--- src/design/scqsp_pkg.sv ---
// Purpose: Shared constants for the signaling change queue and slip phase.
// Assumes: 8-bit register port, 32 channels, 200 MHz ref_clk.
// Notes:   Register offsets are byte addresses on the parallel port.
package scqsp_pkg;
    localparam logic [7:0] ADDR_QUEUE   = 8'hda;
    localparam logic [7:0] ADDR_RXPHASE = 8'hdb;
    localparam logic [7:0] ADDR_TXPHASE = 8'hdc;
    localparam int         CHAN_W       = 5;
    localparam int         NUM_CHAN     = 32;
    localparam int         QUEUE_DEPTH  = 32;
    localparam int         PTR_W        = 5;
    localparam int         WORD_BIT     = 7;
    localparam int         MORE_BIT     = 6;
    localparam logic [7:0] RESET_BYTE   = 8'h00;
    localparam logic [5:0] RESET_DELAY  = 6'h00;
    typedef enum logic [1:0] {
        SCQSP_WORD0 = 2'b00,
        SCQSP_WORD1 = 2'b01
    } scqsp_word_t;
endpackage

--- src/design/scqsp_evt_if.sv ---
// Purpose: Carrier for a signaling change event from detector to queue.
// Assumes: One event at most per clock.
// Notes:   Valid is a one-cycle pulse.
`timescale 1ns/1ps
interface scqsp_evt_if;
    logic       valid;
    logic [4:0] chan;
    logic [3:0] abcd;
    modport src (output valid, output chan, output abcd);
    modport dst (input valid, input chan, input abcd);
endinterface

--- src/design/scqsp_change_detect.sv ---
// Purpose: Compare buffered input and output ABCD per channel after D update.
// Assumes: Update strobe marks the write of a channel's D bit.
// Notes:   Output buffer value is reported so it matches the channel buffer.
`timescale 1ns/1ps
module scqsp_change_detect (
    input  wire logic       ref_clk,
    input  wire logic       rst,
    input  wire logic       dUpdate,
    input  wire logic [4:0] updChan,
    input  wire logic [3:0] inAbcd,
    input  wire logic [3:0] outAbcd,
    input  wire logic [31:0] queueEnable,
    scqsp_evt_if.src        evt
);
    logic       next_valid;
    logic [4:0] next_chan;
    logic [3:0] next_abcd;

    // Per-channel compare, only on this channel's D update
    always_comb begin
        next_valid = dUpdate && queueEnable[updChan]
                     && (inAbcd != outAbcd);
        next_chan  = updChan;
        next_abcd  = outAbcd;
    end

    always_ff @(posedge ref_clk) begin
        if (rst) begin
            evt.valid <= 1'b0;
            evt.chan  <= 5'h00;
            evt.abcd  <= 4'h0;
        end else begin
            evt.valid <= next_valid;
            evt.chan  <= next_chan;
            evt.abcd  <= next_abcd;
        end
    end

    // A disabled channel must never reach the queue
    property p_detect;
        @(posedge ref_clk) disable iff (rst)
        dUpdate && !queueEnable[updChan] |=> !evt.valid;
    endproperty
    a_detect: assert property (p_detect) else $error("off channel");
endmodule

--- src/design/scqsp_top.sv ---
// Purpose: Signaling change queue and slip buffer phase status.
// Assumes: Host strobe rdStrobe is synchronous, one cycle per read.
// Notes:   Full queue drops new changes until drained.
`timescale 1ns/1ps
module scqsp_top (
    input  wire logic        ref_clk,
    input  wire logic        rst,
    input  wire logic        softReset,
    input  wire logic        rdStrobe,
    input  wire logic [7:0]  addr,
    output logic      [7:0]  rdData,
    input  wire logic        dUpdate,
    input  wire logic [4:0]  updChan,
    input  wire logic [3:0]  inAbcd,
    input  wire logic [3:0]  outAbcd,
    input  wire logic [31:0] change_queue_enable,
    input  wire logic        multiframeEnd,
    output logic             rx_signaling_change_irq,
    input  wire logic        rx_frame_irq,
    input  wire logic        tx_frame_irq,
    input  wire logic [5:0]  rxDelayIn,
    input  wire logic [5:0]  txDelayIn,
    input  wire logic        rxFillHalf,
    input  wire logic        rxDrainHalf,
    input  wire logic        tx_buffer_drain_half,
    input  wire logic        tx_buffer_fill_half,
    output logic             queueOverflow
);
    scqsp_evt_if evt ();

    scqsp_change_detect u_det (
        .ref_clk     (ref_clk),
        .rst         (rst),
        .dUpdate     (dUpdate),
        .updChan     (updChan),
        .inAbcd      (inAbcd),
        .outAbcd     (outAbcd),
        .queueEnable (change_queue_enable),
        .evt         (evt)
    );

    // Queue storage: QUEUE_DEPTH entries, one per queued change
    logic [4:0] qChan [scqsp_pkg::QUEUE_DEPTH];
    logic [3:0] qAbcd [scqsp_pkg::QUEUE_DEPTH];

    logic [scqsp_pkg::PTR_W-1:0] wrPtr, rdPtr, next_wrPtr, next_rdPtr;
    logic [scqsp_pkg::PTR_W:0]   count, next_count;
    scqsp_pkg::scqsp_word_t      wordSel, next_wordSel;
    logic                        changeSeen, next_changeSeen;
    logic                        next_irq;
    logic                        next_ovf;
    logic [7:0]                  next_rdData;
    logic [5:0]                  rxDelay, txDelay, next_rxDelay, next_txDelay;
    logic [1:0]                  rxHalf, txHalf, next_rxHalf, next_txHalf;
    logic                        push, pop, qEmpty, qFull;

    // Entry pops when the ABCD word is read
    always_comb begin
        qEmpty = (count == '0);
        qFull  = (count == (scqsp_pkg::PTR_W+1)'(scqsp_pkg::QUEUE_DEPTH));
        push   = evt.valid && !qFull;
        pop    = rdStrobe && addr == scqsp_pkg::ADDR_QUEUE
                 && wordSel == scqsp_pkg::SCQSP_WORD1 && !qEmpty;
    end

    // Pointer, word sequencing and interrupt next state
    always_comb begin
        next_wrPtr      = push ? wrPtr + 1'b1 : wrPtr;
        next_rdPtr      = pop  ? rdPtr + 1'b1 : rdPtr;
        next_count      = count + (push ? 1'b1 : 1'b0) - (pop ? 1'b1 : 1'b0);
        next_wordSel    = wordSel;
        next_ovf        = queueOverflow | (evt.valid && qFull);
        if (rdStrobe && addr == scqsp_pkg::ADDR_QUEUE) begin
            if (wordSel == scqsp_pkg::SCQSP_WORD0 && !qEmpty)
                next_wordSel = scqsp_pkg::SCQSP_WORD1;
            else
                next_wordSel = scqsp_pkg::SCQSP_WORD0;
        end
        // Change flag: set wins if a change lands on the multiframe end
        next_changeSeen = (changeSeen && !multiframeEnd) | push;
        next_irq        = multiframeEnd && (changeSeen || push);
        if (softReset) begin
            next_wrPtr      = '0;
            next_rdPtr      = '0;
            next_count      = '0;
            next_wordSel    = scqsp_pkg::SCQSP_WORD0;
            next_changeSeen = 1'b0;
            next_ovf        = 1'b0;
        end
    end

    // Read data: word 0 or word 1; empty queue reads word 0 with MORE=0
    always_comb begin
        next_rdData = scqsp_pkg::RESET_BYTE;
        unique case (addr)
            scqsp_pkg::ADDR_QUEUE: begin
                if (wordSel == scqsp_pkg::SCQSP_WORD1) begin
                    next_rdData[scqsp_pkg::WORD_BIT] = 1'b1;
                    next_rdData[scqsp_pkg::MORE_BIT] =
                        (count > 1);
                    next_rdData[3:0] = qAbcd[rdPtr];
                end else if (!qEmpty) begin
                    next_rdData[scqsp_pkg::MORE_BIT] = 1'b1;
                    next_rdData[4:0] = qChan[rdPtr];
                end
            end
            scqsp_pkg::ADDR_RXPHASE: next_rdData = {rxDelay, rxHalf};
            scqsp_pkg::ADDR_TXPHASE: next_rdData = {txDelay, txHalf};
            default: next_rdData = scqsp_pkg::RESET_BYTE;
        endcase
    end

    // Delay fields latch once per frame with the frame interrupts; half bits register every cycle
    always_comb begin
        next_rxDelay = rx_frame_irq ? rxDelayIn : rxDelay;
        next_txDelay = tx_frame_irq ? txDelayIn : txDelay;
        next_rxHalf  = {rxDrainHalf, rxFillHalf};
        next_txHalf  = {tx_buffer_drain_half,
                        tx_buffer_fill_half};
    end

    // Storage write is not reset; pointers guard stale data
    always_ff @(posedge ref_clk) begin
        if (push) begin
            qChan[wrPtr] <= evt.chan;
            qAbcd[wrPtr] <= evt.abcd;
        end
    end

    // State registers
    always_ff @(posedge ref_clk) begin
        if (rst) begin
            wrPtr                   <= '0;
            rdPtr                   <= '0;
            count                   <= '0;
            wordSel                 <= scqsp_pkg::SCQSP_WORD0;
            changeSeen              <= 1'b0;
            rx_signaling_change_irq <= 1'b0;
            queueOverflow           <= 1'b0;
            rdData                  <= scqsp_pkg::RESET_BYTE;
            rxDelay                 <= scqsp_pkg::RESET_DELAY;
            txDelay                 <= scqsp_pkg::RESET_DELAY;
            rxHalf                  <= 2'h0;
            txHalf                  <= 2'h0;
        end else begin
            wrPtr                   <= next_wrPtr;
            rdPtr                   <= next_rdPtr;
            count                   <= next_count;
            wordSel                 <= next_wordSel;
            changeSeen              <= next_changeSeen;
            rx_signaling_change_irq <= next_irq;
            queueOverflow           <= next_ovf;
            rdData                  <= next_rdData;
            rxDelay                 <= next_rxDelay;
            txDelay                 <= next_txDelay;
            rxHalf                  <= next_rxHalf;
            txHalf                  <= next_txHalf;
        end
    end

    // Checks
    property p_word0;
        @(posedge ref_clk) disable iff (rst)
        rdStrobe && addr == scqsp_pkg::ADDR_QUEUE && !qEmpty
            && wordSel == scqsp_pkg::SCQSP_WORD0
        |=> rdData[7:5] == 3'b010 && rdData[4:0] == $past(qChan[rdPtr]);
    endproperty
    a_word0: assert property (p_word0) else $error("bad word 0");

    property p_word1;
        @(posedge ref_clk) disable iff (rst)
        rdStrobe && addr == scqsp_pkg::ADDR_QUEUE
            && wordSel == scqsp_pkg::SCQSP_WORD1
        |=> rdData[7] && rdData[6] == ($past(count) > 1);
    endproperty
    a_word1: assert property (p_word1) else $error("bad word 1");

    property p_pair;
        @(posedge ref_clk) disable iff (rst || softReset)
        rdStrobe && addr == scqsp_pkg::ADDR_QUEUE && !qEmpty
            && wordSel == scqsp_pkg::SCQSP_WORD0 && !softReset
        |=> wordSel == scqsp_pkg::SCQSP_WORD1;
    endproperty
    a_pair: assert property (p_pair) else $error("no word 1 next");

    property p_irq;
        @(posedge ref_clk) disable iff (rst)
        rx_signaling_change_irq |-> $past(multiframeEnd);
    endproperty
    a_irq: assert property (p_irq) else $error("irq off frame");

    property p_reset;
        @(posedge ref_clk) disable iff (rst)
        softReset |=> count == '0 && wrPtr == rdPtr;
    endproperty
    a_reset: assert property (p_reset) else $error("reset missed");

    property p_full;
        @(posedge ref_clk) disable iff (rst || softReset)
        evt.valid && qFull && !pop && !softReset
        |=> count == $past(count);
    endproperty
    a_full: assert property (p_full) else $error("full overrun");

    property p_rxdelay;
        @(posedge ref_clk) disable iff (rst)
        rx_frame_irq |=> rxDelay == $past(rxDelayIn);
    endproperty
    a_rxdelay: assert property (p_rxdelay) else $error("rx delay");

    property p_txdelay;
        @(posedge ref_clk) disable iff (rst)
        !tx_frame_irq |=> txDelay == $past(txDelay);
    endproperty
    a_txdelay: assert property (p_txdelay) else $error("tx delay");

    property p_phase;
        @(posedge ref_clk) disable iff (rst)
        1'b1 |=> rxHalf == $past({rxDrainHalf, rxFillHalf})
            && txHalf == $past({tx_buffer_drain_half, tx_buffer_fill_half});
    endproperty
    a_phase: assert property (p_phase) else $error("phase");

    // Second word carries the stored ABCD, unused bits low
    property p_abcd;
        @(posedge ref_clk) disable iff (rst)
        rdStrobe && addr == scqsp_pkg::ADDR_QUEUE
            && wordSel == scqsp_pkg::SCQSP_WORD1
        |=> rdData[5:4] == 2'b00 && rdData[3:0] == $past(qAbcd[rdPtr]);
    endproperty
    a_abcd: assert property (p_abcd) else $error("bad abcd");

    // An empty queue reads as zero, so MORE is clear
    property p_empty;
        @(posedge ref_clk) disable iff (rst)
        rdStrobe && addr == scqsp_pkg::ADDR_QUEUE && qEmpty
        |=> rdData == scqsp_pkg::RESET_BYTE;
    endproperty
    a_empty: assert property (p_empty) else $error("empty read");

    // Antecedents exclude soft reset: it overrides every count step
    property p_pop;
        @(posedge ref_clk) disable iff (rst)
        pop && !push && !softReset |=> count == $past(count) - 1;
    endproperty
    a_pop: assert property (p_pop) else $error("pop count");

    property p_push;
        @(posedge ref_clk) disable iff (rst)
        push && !pop && !softReset |=> count == $past(count) + 1;
    endproperty
    a_push: assert property (p_push) else $error("push count");

    property p_ovf;
        @(posedge ref_clk) disable iff (rst)
        evt.valid && qFull && !softReset |=> queueOverflow;
    endproperty
    a_ovf: assert property (p_ovf) else $error("no overflow");

    // Overflow is sticky until the software reset
    property p_sticky;
        @(posedge ref_clk) disable iff (rst)
        queueOverflow && !softReset |=> queueOverflow;
    endproperty
    a_sticky: assert property (p_sticky) else $error("ovf lost");

    // Pending change must raise the interrupt at multiframe end
    property p_mfirq;
        @(posedge ref_clk) disable iff (rst)
        multiframeEnd && changeSeen |=> rx_signaling_change_irq;
    endproperty
    a_mfirq: assert property (p_mfirq) else $error("irq missed");

    // Phase registers read back delay above the two half bits
    property p_rxread;
        @(posedge ref_clk) disable iff (rst)
        rdStrobe && addr == scqsp_pkg::ADDR_RXPHASE
        |=> rdData == $past({rxDelay, rxHalf});
    endproperty
    a_rxread: assert property (p_rxread) else $error("rx read");

    property p_txread;
        @(posedge ref_clk) disable iff (rst)
        rdStrobe && addr == scqsp_pkg::ADDR_TXPHASE
        |=> rdData == $past({txDelay, txHalf});
    endproperty
    a_txread: assert property (p_txread) else $error("tx read");

    property p_txfill;
        @(posedge ref_clk) disable iff (rst)
        1'b1 |=> txHalf[0] == $past(tx_buffer_fill_half);
    endproperty
    a_txfill: assert property (p_txfill) else $error("tx fill");

    c_push: cover property (@(posedge ref_clk) push);
    c_full: cover property (@(posedge ref_clk) qFull && evt.valid);
    c_irq:  cover property (@(posedge ref_clk) rx_signaling_change_irq);
    c_pop:  cover property (@(posedge ref_clk) pop && count == 1);
    c_ovf:  cover property (@(posedge ref_clk) queueOverflow && softReset);
endmodule

--- config.mk ---
export PLATFORM = sky130hd
export DESIGN_NAME = scqsp_top
export DESIGN_NICKNAME = d
export VERILOG_FILES = /design/src/design/scqsp_pkg.sv /design/src/design/scqsp_evt_if.sv /design/src/design/scqsp_change_detect.sv /design/src/design/scqsp_top.sv
export SDC_FILE = /design/constraint.sdc
export NUM_CORES = 1
export LEC_CHECK = 0
export BUFFER_PORTS_ARGS = -buffer_cell sky130_fd_sc_hd__buf_2
export CAP_MARGIN = 20
export CORE_MARGIN = 2
export CORE_UTILIZATION = 60
export CTS_CLUSTER_SIZE = 10
export DETAILED_ROUTE_END_ITERATION = 16
export HOLD_SLACK_MARGIN = 0.03
export PLACE_DENSITY = 0.9
export SLEW_MARGIN = 20
export SYNTH_ARGS = -nofsm -noshare
export SYNTH_HDL_FRONTEND = slang
export SYNTH_SLANG_ARGS = --single-unit
--- constraint.sdc ---
create_clock -name ref_clk -period 3.5 [get_ports ref_clk]
set_input_delay 0.7 -clock ref_clk [delete_from_list [all_inputs] [get_ports ref_clk]]
set_output_delay 0.7 -clock ref_clk [all_outputs]
set_load 0.01 [all_outputs]
==> results.md <==
* FF-to-FF Start: count[3]$_SDFF_PP0_
* Max Clock Skew at 0.0232 ns
* Worst VDD drop at 321 µV
* Static Leak at 5.31 nW
* Post-synth top flop: sky130_fd_sc_hd__edfxtp_1
* Layout fillers at 1288
* Initial core utilization at 61.1%
* Relative slew slack at 26.8%
* N_diodes at 0
* Ratio of cells with drive above 1 in the final layout at 30.1%
* Largest fanout on the critical path at 2
* Count of warnings emitted by yosys at 0
* Global-route wire length before repair at 47600 µm
* Syn avg cell area at 18.4 µm²
* Endpoint with the worst hold slack: rxHalf[0]$_SDFF_PP0_
* Min cycle time layout at 3.01 ns
* Pre-Repair DR Iteration Count at 7
* # H-tree levels at 2
* Placed cell areas at 0.0147 mm²
* Routed Antenna Nets at 0
* Total nets after synthesis at 844
* Ordered cell list for the critical path: inv_1 -> ha_1 -> nand2b_1 -> nor3b_1 -> nor2b_1 -> or4_1 -> ha_1 -> a21o_1 -> a21oi_1 -> o21bai_1 -> a21oi_1 -> xnor2_1 -> nor2_1
* Yosys reg bits at 347
* Clk pwr share at 43.8%
* Area used by sequential logic in the layout at 0.00984 mm²
* Depth of the worst register-to-register path at 13
* Hold violation total from the final report at 0
* Critical Path Sink Type: register
* Total routing resource utilization after global routing at 26.6%
* CTS sink count at 347
* Post-CTS Setup Inserts at 0
* Min-Delay Path Class: input port to register
* Final-stage net count at 975
* Routability congestion estimate from global placement at 0.859
* Final worst path period share at 86.1%
* Final Total Pwr at 8.41 mW
* Via count at 7785
* Power per standard cell area at 529 mW/mm²
* DP Worst Slack at 0.167 ns
* Commonest non-fill, non-tap cells in the layout: sky130_fd_sc_hd__edfxtp_1 (288), sky130_fd_sc_hd__nor2_1 (86), sky130_fd_sc_hd__buf_2 (86)
* PnR worst setup slack at 0.487 ns
* Cell Area, Synth at 0.0138 mm²
* Area share of the leading cell type in the synthesized netlist at 62.5%
* Switching portion of total power at 19.5%
* Share of total power in sequential cells at 54.2%
* Area contributors post-synth: sky130_fd_sc_hd__edfxtp_1 (63%), sky130_fd_sc_hd__mux4_2 (14%), sky130_fd_sc_hd__dfxtp_1 (8.5%), sky130_fd_sc_hd__nor2_1 (2.3%), sky130_fd_sc_hd__mux2i_1 (2.2%)
* Capture point of the worst reg-to-reg path: count[5]$_SDFF_PP0_
* Starting DRC count in detailed routing at 760
* Routed length per placed instance at 26.0 µm
* Status: complete, no violations
* Switching pwr at 1.64 mW
* Clock slew at reported path FFs at 0.05 ns
* Clock buffer count from CTS at 40
* Library cell with the largest summed area after synthesis: sky130_fd_sc_hd__edfxtp_1
* Number of antenna violations at the first check in global routing at 0
* Type of origin of the critical path: register
* Final max-slew violation count at 0
* Number of standard-cell rows in the floorplan at 55
* CTS tree: yes
* # resized after CTS at 0
* Total Wirelength at 31000 µm
* Worst Min Path Start: rxFillHalf
* Vias in the first global route at 7974
* Worst-Skew Late Latency at 0.53 ns
* Via density per instance at 6.53
* Final std cell area, no fill at 0.0159 mm²
* Die Outline Area at 0.0243 mm²
* # setup viols final at 0
* Pin count of the biggest net entering global routing at 35
* Residual DRC at 0
* Setup tns final at 0 ns
* CTS root buffer: sky130_fd_sc_hd__clkbuf_16
* Maximum cell stage delay along the critical path at 0.59 ns
* Internal power consumption at 6.76 mW
* Count of different cell masters after synthesis at 48
* Core Box Area at 0.0226 mm²
* Horizontal extent of the die at 156 µm
* Area Growth Syn to Fin at 14.9%
* Vertical die dimension at 156 µm
* Standard cell with the maximum stage delay on the critical path: sky130_fd_sc_hd__or4_1
* I/O pins at 87
* CP Data Required Time at 3.89 ns
* Logic gate share of total power at 2.0%
* Dpl hpwl at 19200 µm
* Transition time at the pin with the least slew margin at 1.10 ns
* Number of cells traversed by the worst hold path at 2
* Unrepaired setup endpoints after global routing: no
* # port buffers at 86
* Post-synth EDFFs at 288
* Maximum operating frequency at 0.332 GHz
* Worst reg2reg setup slack at 0.49 ns
* Number of cells produced by synthesis at 752
* Most common cell after layout, fill and taps aside: sky130_fd_sc_hd__edfxtp_1
* Share of the yosys chip area belonging to registers at 71.1%
* Share of async-settable or async-resettable flops after synthesis at 0%
* Hold bufs inserted after CTS at 0
* Arrival time of the worst setup path at 3.40 ns
* Maxcap violations at 0
* Footprint of the multi-input gates at 0.00375 mm²
* Aggregate global routing overflow at 0
* Maximum buffer depth of the clock tree at 3
* Worst Setup Path Type: register to register
-- worst max-delay path, delay by kind of cell (launching register included) --
kind | cells | cell delay, ns
AO/OA/AOI/OAI | 4 | 0.73
adder cells (fa/ha/maj) | 2 | 0.46
AND/OR/NAND/NOR | 5 | 1.15
XOR/XNOR | 1 | 0.16
buffers and inverters | 1 | 0.08
flip-flops | 1 | 0.31
-- cell usage after synthesis (2+ instances only) --
| master | count |
|---|---|
| sky130_fd_sc_hd__a31oi_1 | 2 |
| sky130_fd_sc_hd__nor2_1 | 86 |
| sky130_fd_sc_hd__nor2b_1 | 18 |
| sky130_fd_sc_hd__o21bai_1 | 2 |
| sky130_fd_sc_hd__and2_1 | 2 |
| sky130_fd_sc_hd__mux2i_1 | 30 |
| sky130_fd_sc_hd__nor3b_1 | 2 |
| sky130_fd_sc_hd__o21ai_0 | 7 |
| sky130_fd_sc_hd__a21o_1 | 2 |
| sky130_fd_sc_hd__a32oi_1 | 2 |
| sky130_fd_sc_hd__dfxtp_1 | 59 |
| sky130_fd_sc_hd__xor2_1 | 12 |
| sky130_fd_sc_hd__and3_1 | 3 |
| sky130_fd_sc_hd__buf_2 | 13 |
| sky130_fd_sc_hd__a21oi_1 | 11 |
| sky130_fd_sc_hd__nor3_1 | 2 |
| sky130_fd_sc_hd__edfxtp_1 | 288 |
| sky130_fd_sc_hd__nand2_1 | 16 |
| sky130_fd_sc_hd__o221ai_1 | 2 |
| sky130_fd_sc_hd__nor4bb_1 | 3 |
| sky130_fd_sc_hd__xnor2_1 | 5 |
| sky130_fd_sc_hd__or4_1 | 2 |
| sky130_fd_sc_hd__a22oi_1 | 8 |
| sky130_fd_sc_hd__mux4_1 | 5 |
| sky130_fd_sc_hd__buf_4 | 6 |
| sky130_fd_sc_hd__mux2_2 | 4 |
| sky130_fd_sc_hd__or3_1 | 2 |
| sky130_fd_sc_hd__clkbuf_1 | 18 |
| sky130_fd_sc_hd__o32ai_1 | 5 |
| sky130_fd_sc_hd__inv_1 | 10 |
| sky130_fd_sc_hd__nand2b_1 | 5 |
| sky130_fd_sc_hd__nand4_1 | 5 |
| sky130_fd_sc_hd__ha_1 | 14 |
| sky130_fd_sc_hd__mux4_2 | 84 |
| sky130_fd_sc_hd__nand3b_1 | 4 |
-- cells by family after synthesis --
kind of cell	synth area share [%]
flip-flops	71.1
AND/OR/NAND/NOR	5.33
multiplexers	17.1
buffers and inverters	1.81
AO/OA/AOI/OAI	2.20
XOR/XNOR	1.08
adder cells (fa/ha/maj)	1.41
-- state kept, by name, summed over array words and instances, names as in the netlist, 4 cells and up, named ones only --
name and flops:
count 6, qAbcd 128, qChan 160, rdData 8, rdPtr 5, rxDelay 6, txDelay 6, u_det.evt.abcd 4
u_det.evt.chan 5, wrPtr 5
-- layer usage --
metal	track usage, %	vias up	routed length (µm)
met2	45.0	491	15800
met3	5.03	83	2750
li1	-	3236	-
met4	9.65	0	1030
met1	35.1	3975	11500
met5	0	-	0
-- worst max path at each step --
| stage | from | endpoint | slack [ns] | cells after the start |
|---|---|---|---|---|
| 6_report | count[3]$_SDFF_PP0_ | count[5]$_SDFF_PP0_ | 0.49 | 13 |
| 2_1_floorplan | addr[1] | count[4]$_SDFF_PP0_ | 0.47 | 13 |
| 4_1_cts | count[3]$_SDFF_PP0_ | count[5]$_SDFF_PP0_ | 0.51 | 13 |
| 3_5_place_dp | addr[1] | count[5]$_SDFF_PP0_ | 0.17 | 12 |
| 3_3_place_gp | addr[1] | count[5]$_SDFF_PP0_ | 0.33 | 12 |
| 5_1_grt | count[3]$_SDFF_PP0_ | count[5]$_SDFF_PP0_ | 0.28 | 13 |
-- final cells by class --
| type | instances | share of cell area (%) |
|---|---|---|
| Timing Repair Buffer | 129 | 4.82 |
| Clock inverter | 2 | 0.110 |
| Tap cell | 285 | 2.24 |
| Clock buffer | 64 | 7.06 |
| Inverter | 10 | 0.236 |
| Sequential cell | 347 | 61.9 |
| Multi-Input combinational cell | 355 | 23.6 |
-- power groups by stage --
stage	combinational [mW]	sequential, mW	clock, mW
after floorplan	0.0958	4.61	0
final	0.167	4.56	3.68
after global placement	0.159	4.64	0
after global routing	0.182	4.56	3.87
after CTS	0.168	4.56	3.71
after detailed placement	0.166	4.64	0
-- per-stage QoR --
step	hold WS, ns	std cells	utilization [%]
2_1_floorplan	0.449	752	-
3_3_place_gp	0.467	1126	65.1
3_5_place_dp	0.467	1126	65.1
4_1_cts	0.383	1192	70.2
5_1_grt	0.399	1192	70.2
6_report	0.389	1192	70.2
(Power assumes the default switching activity.)
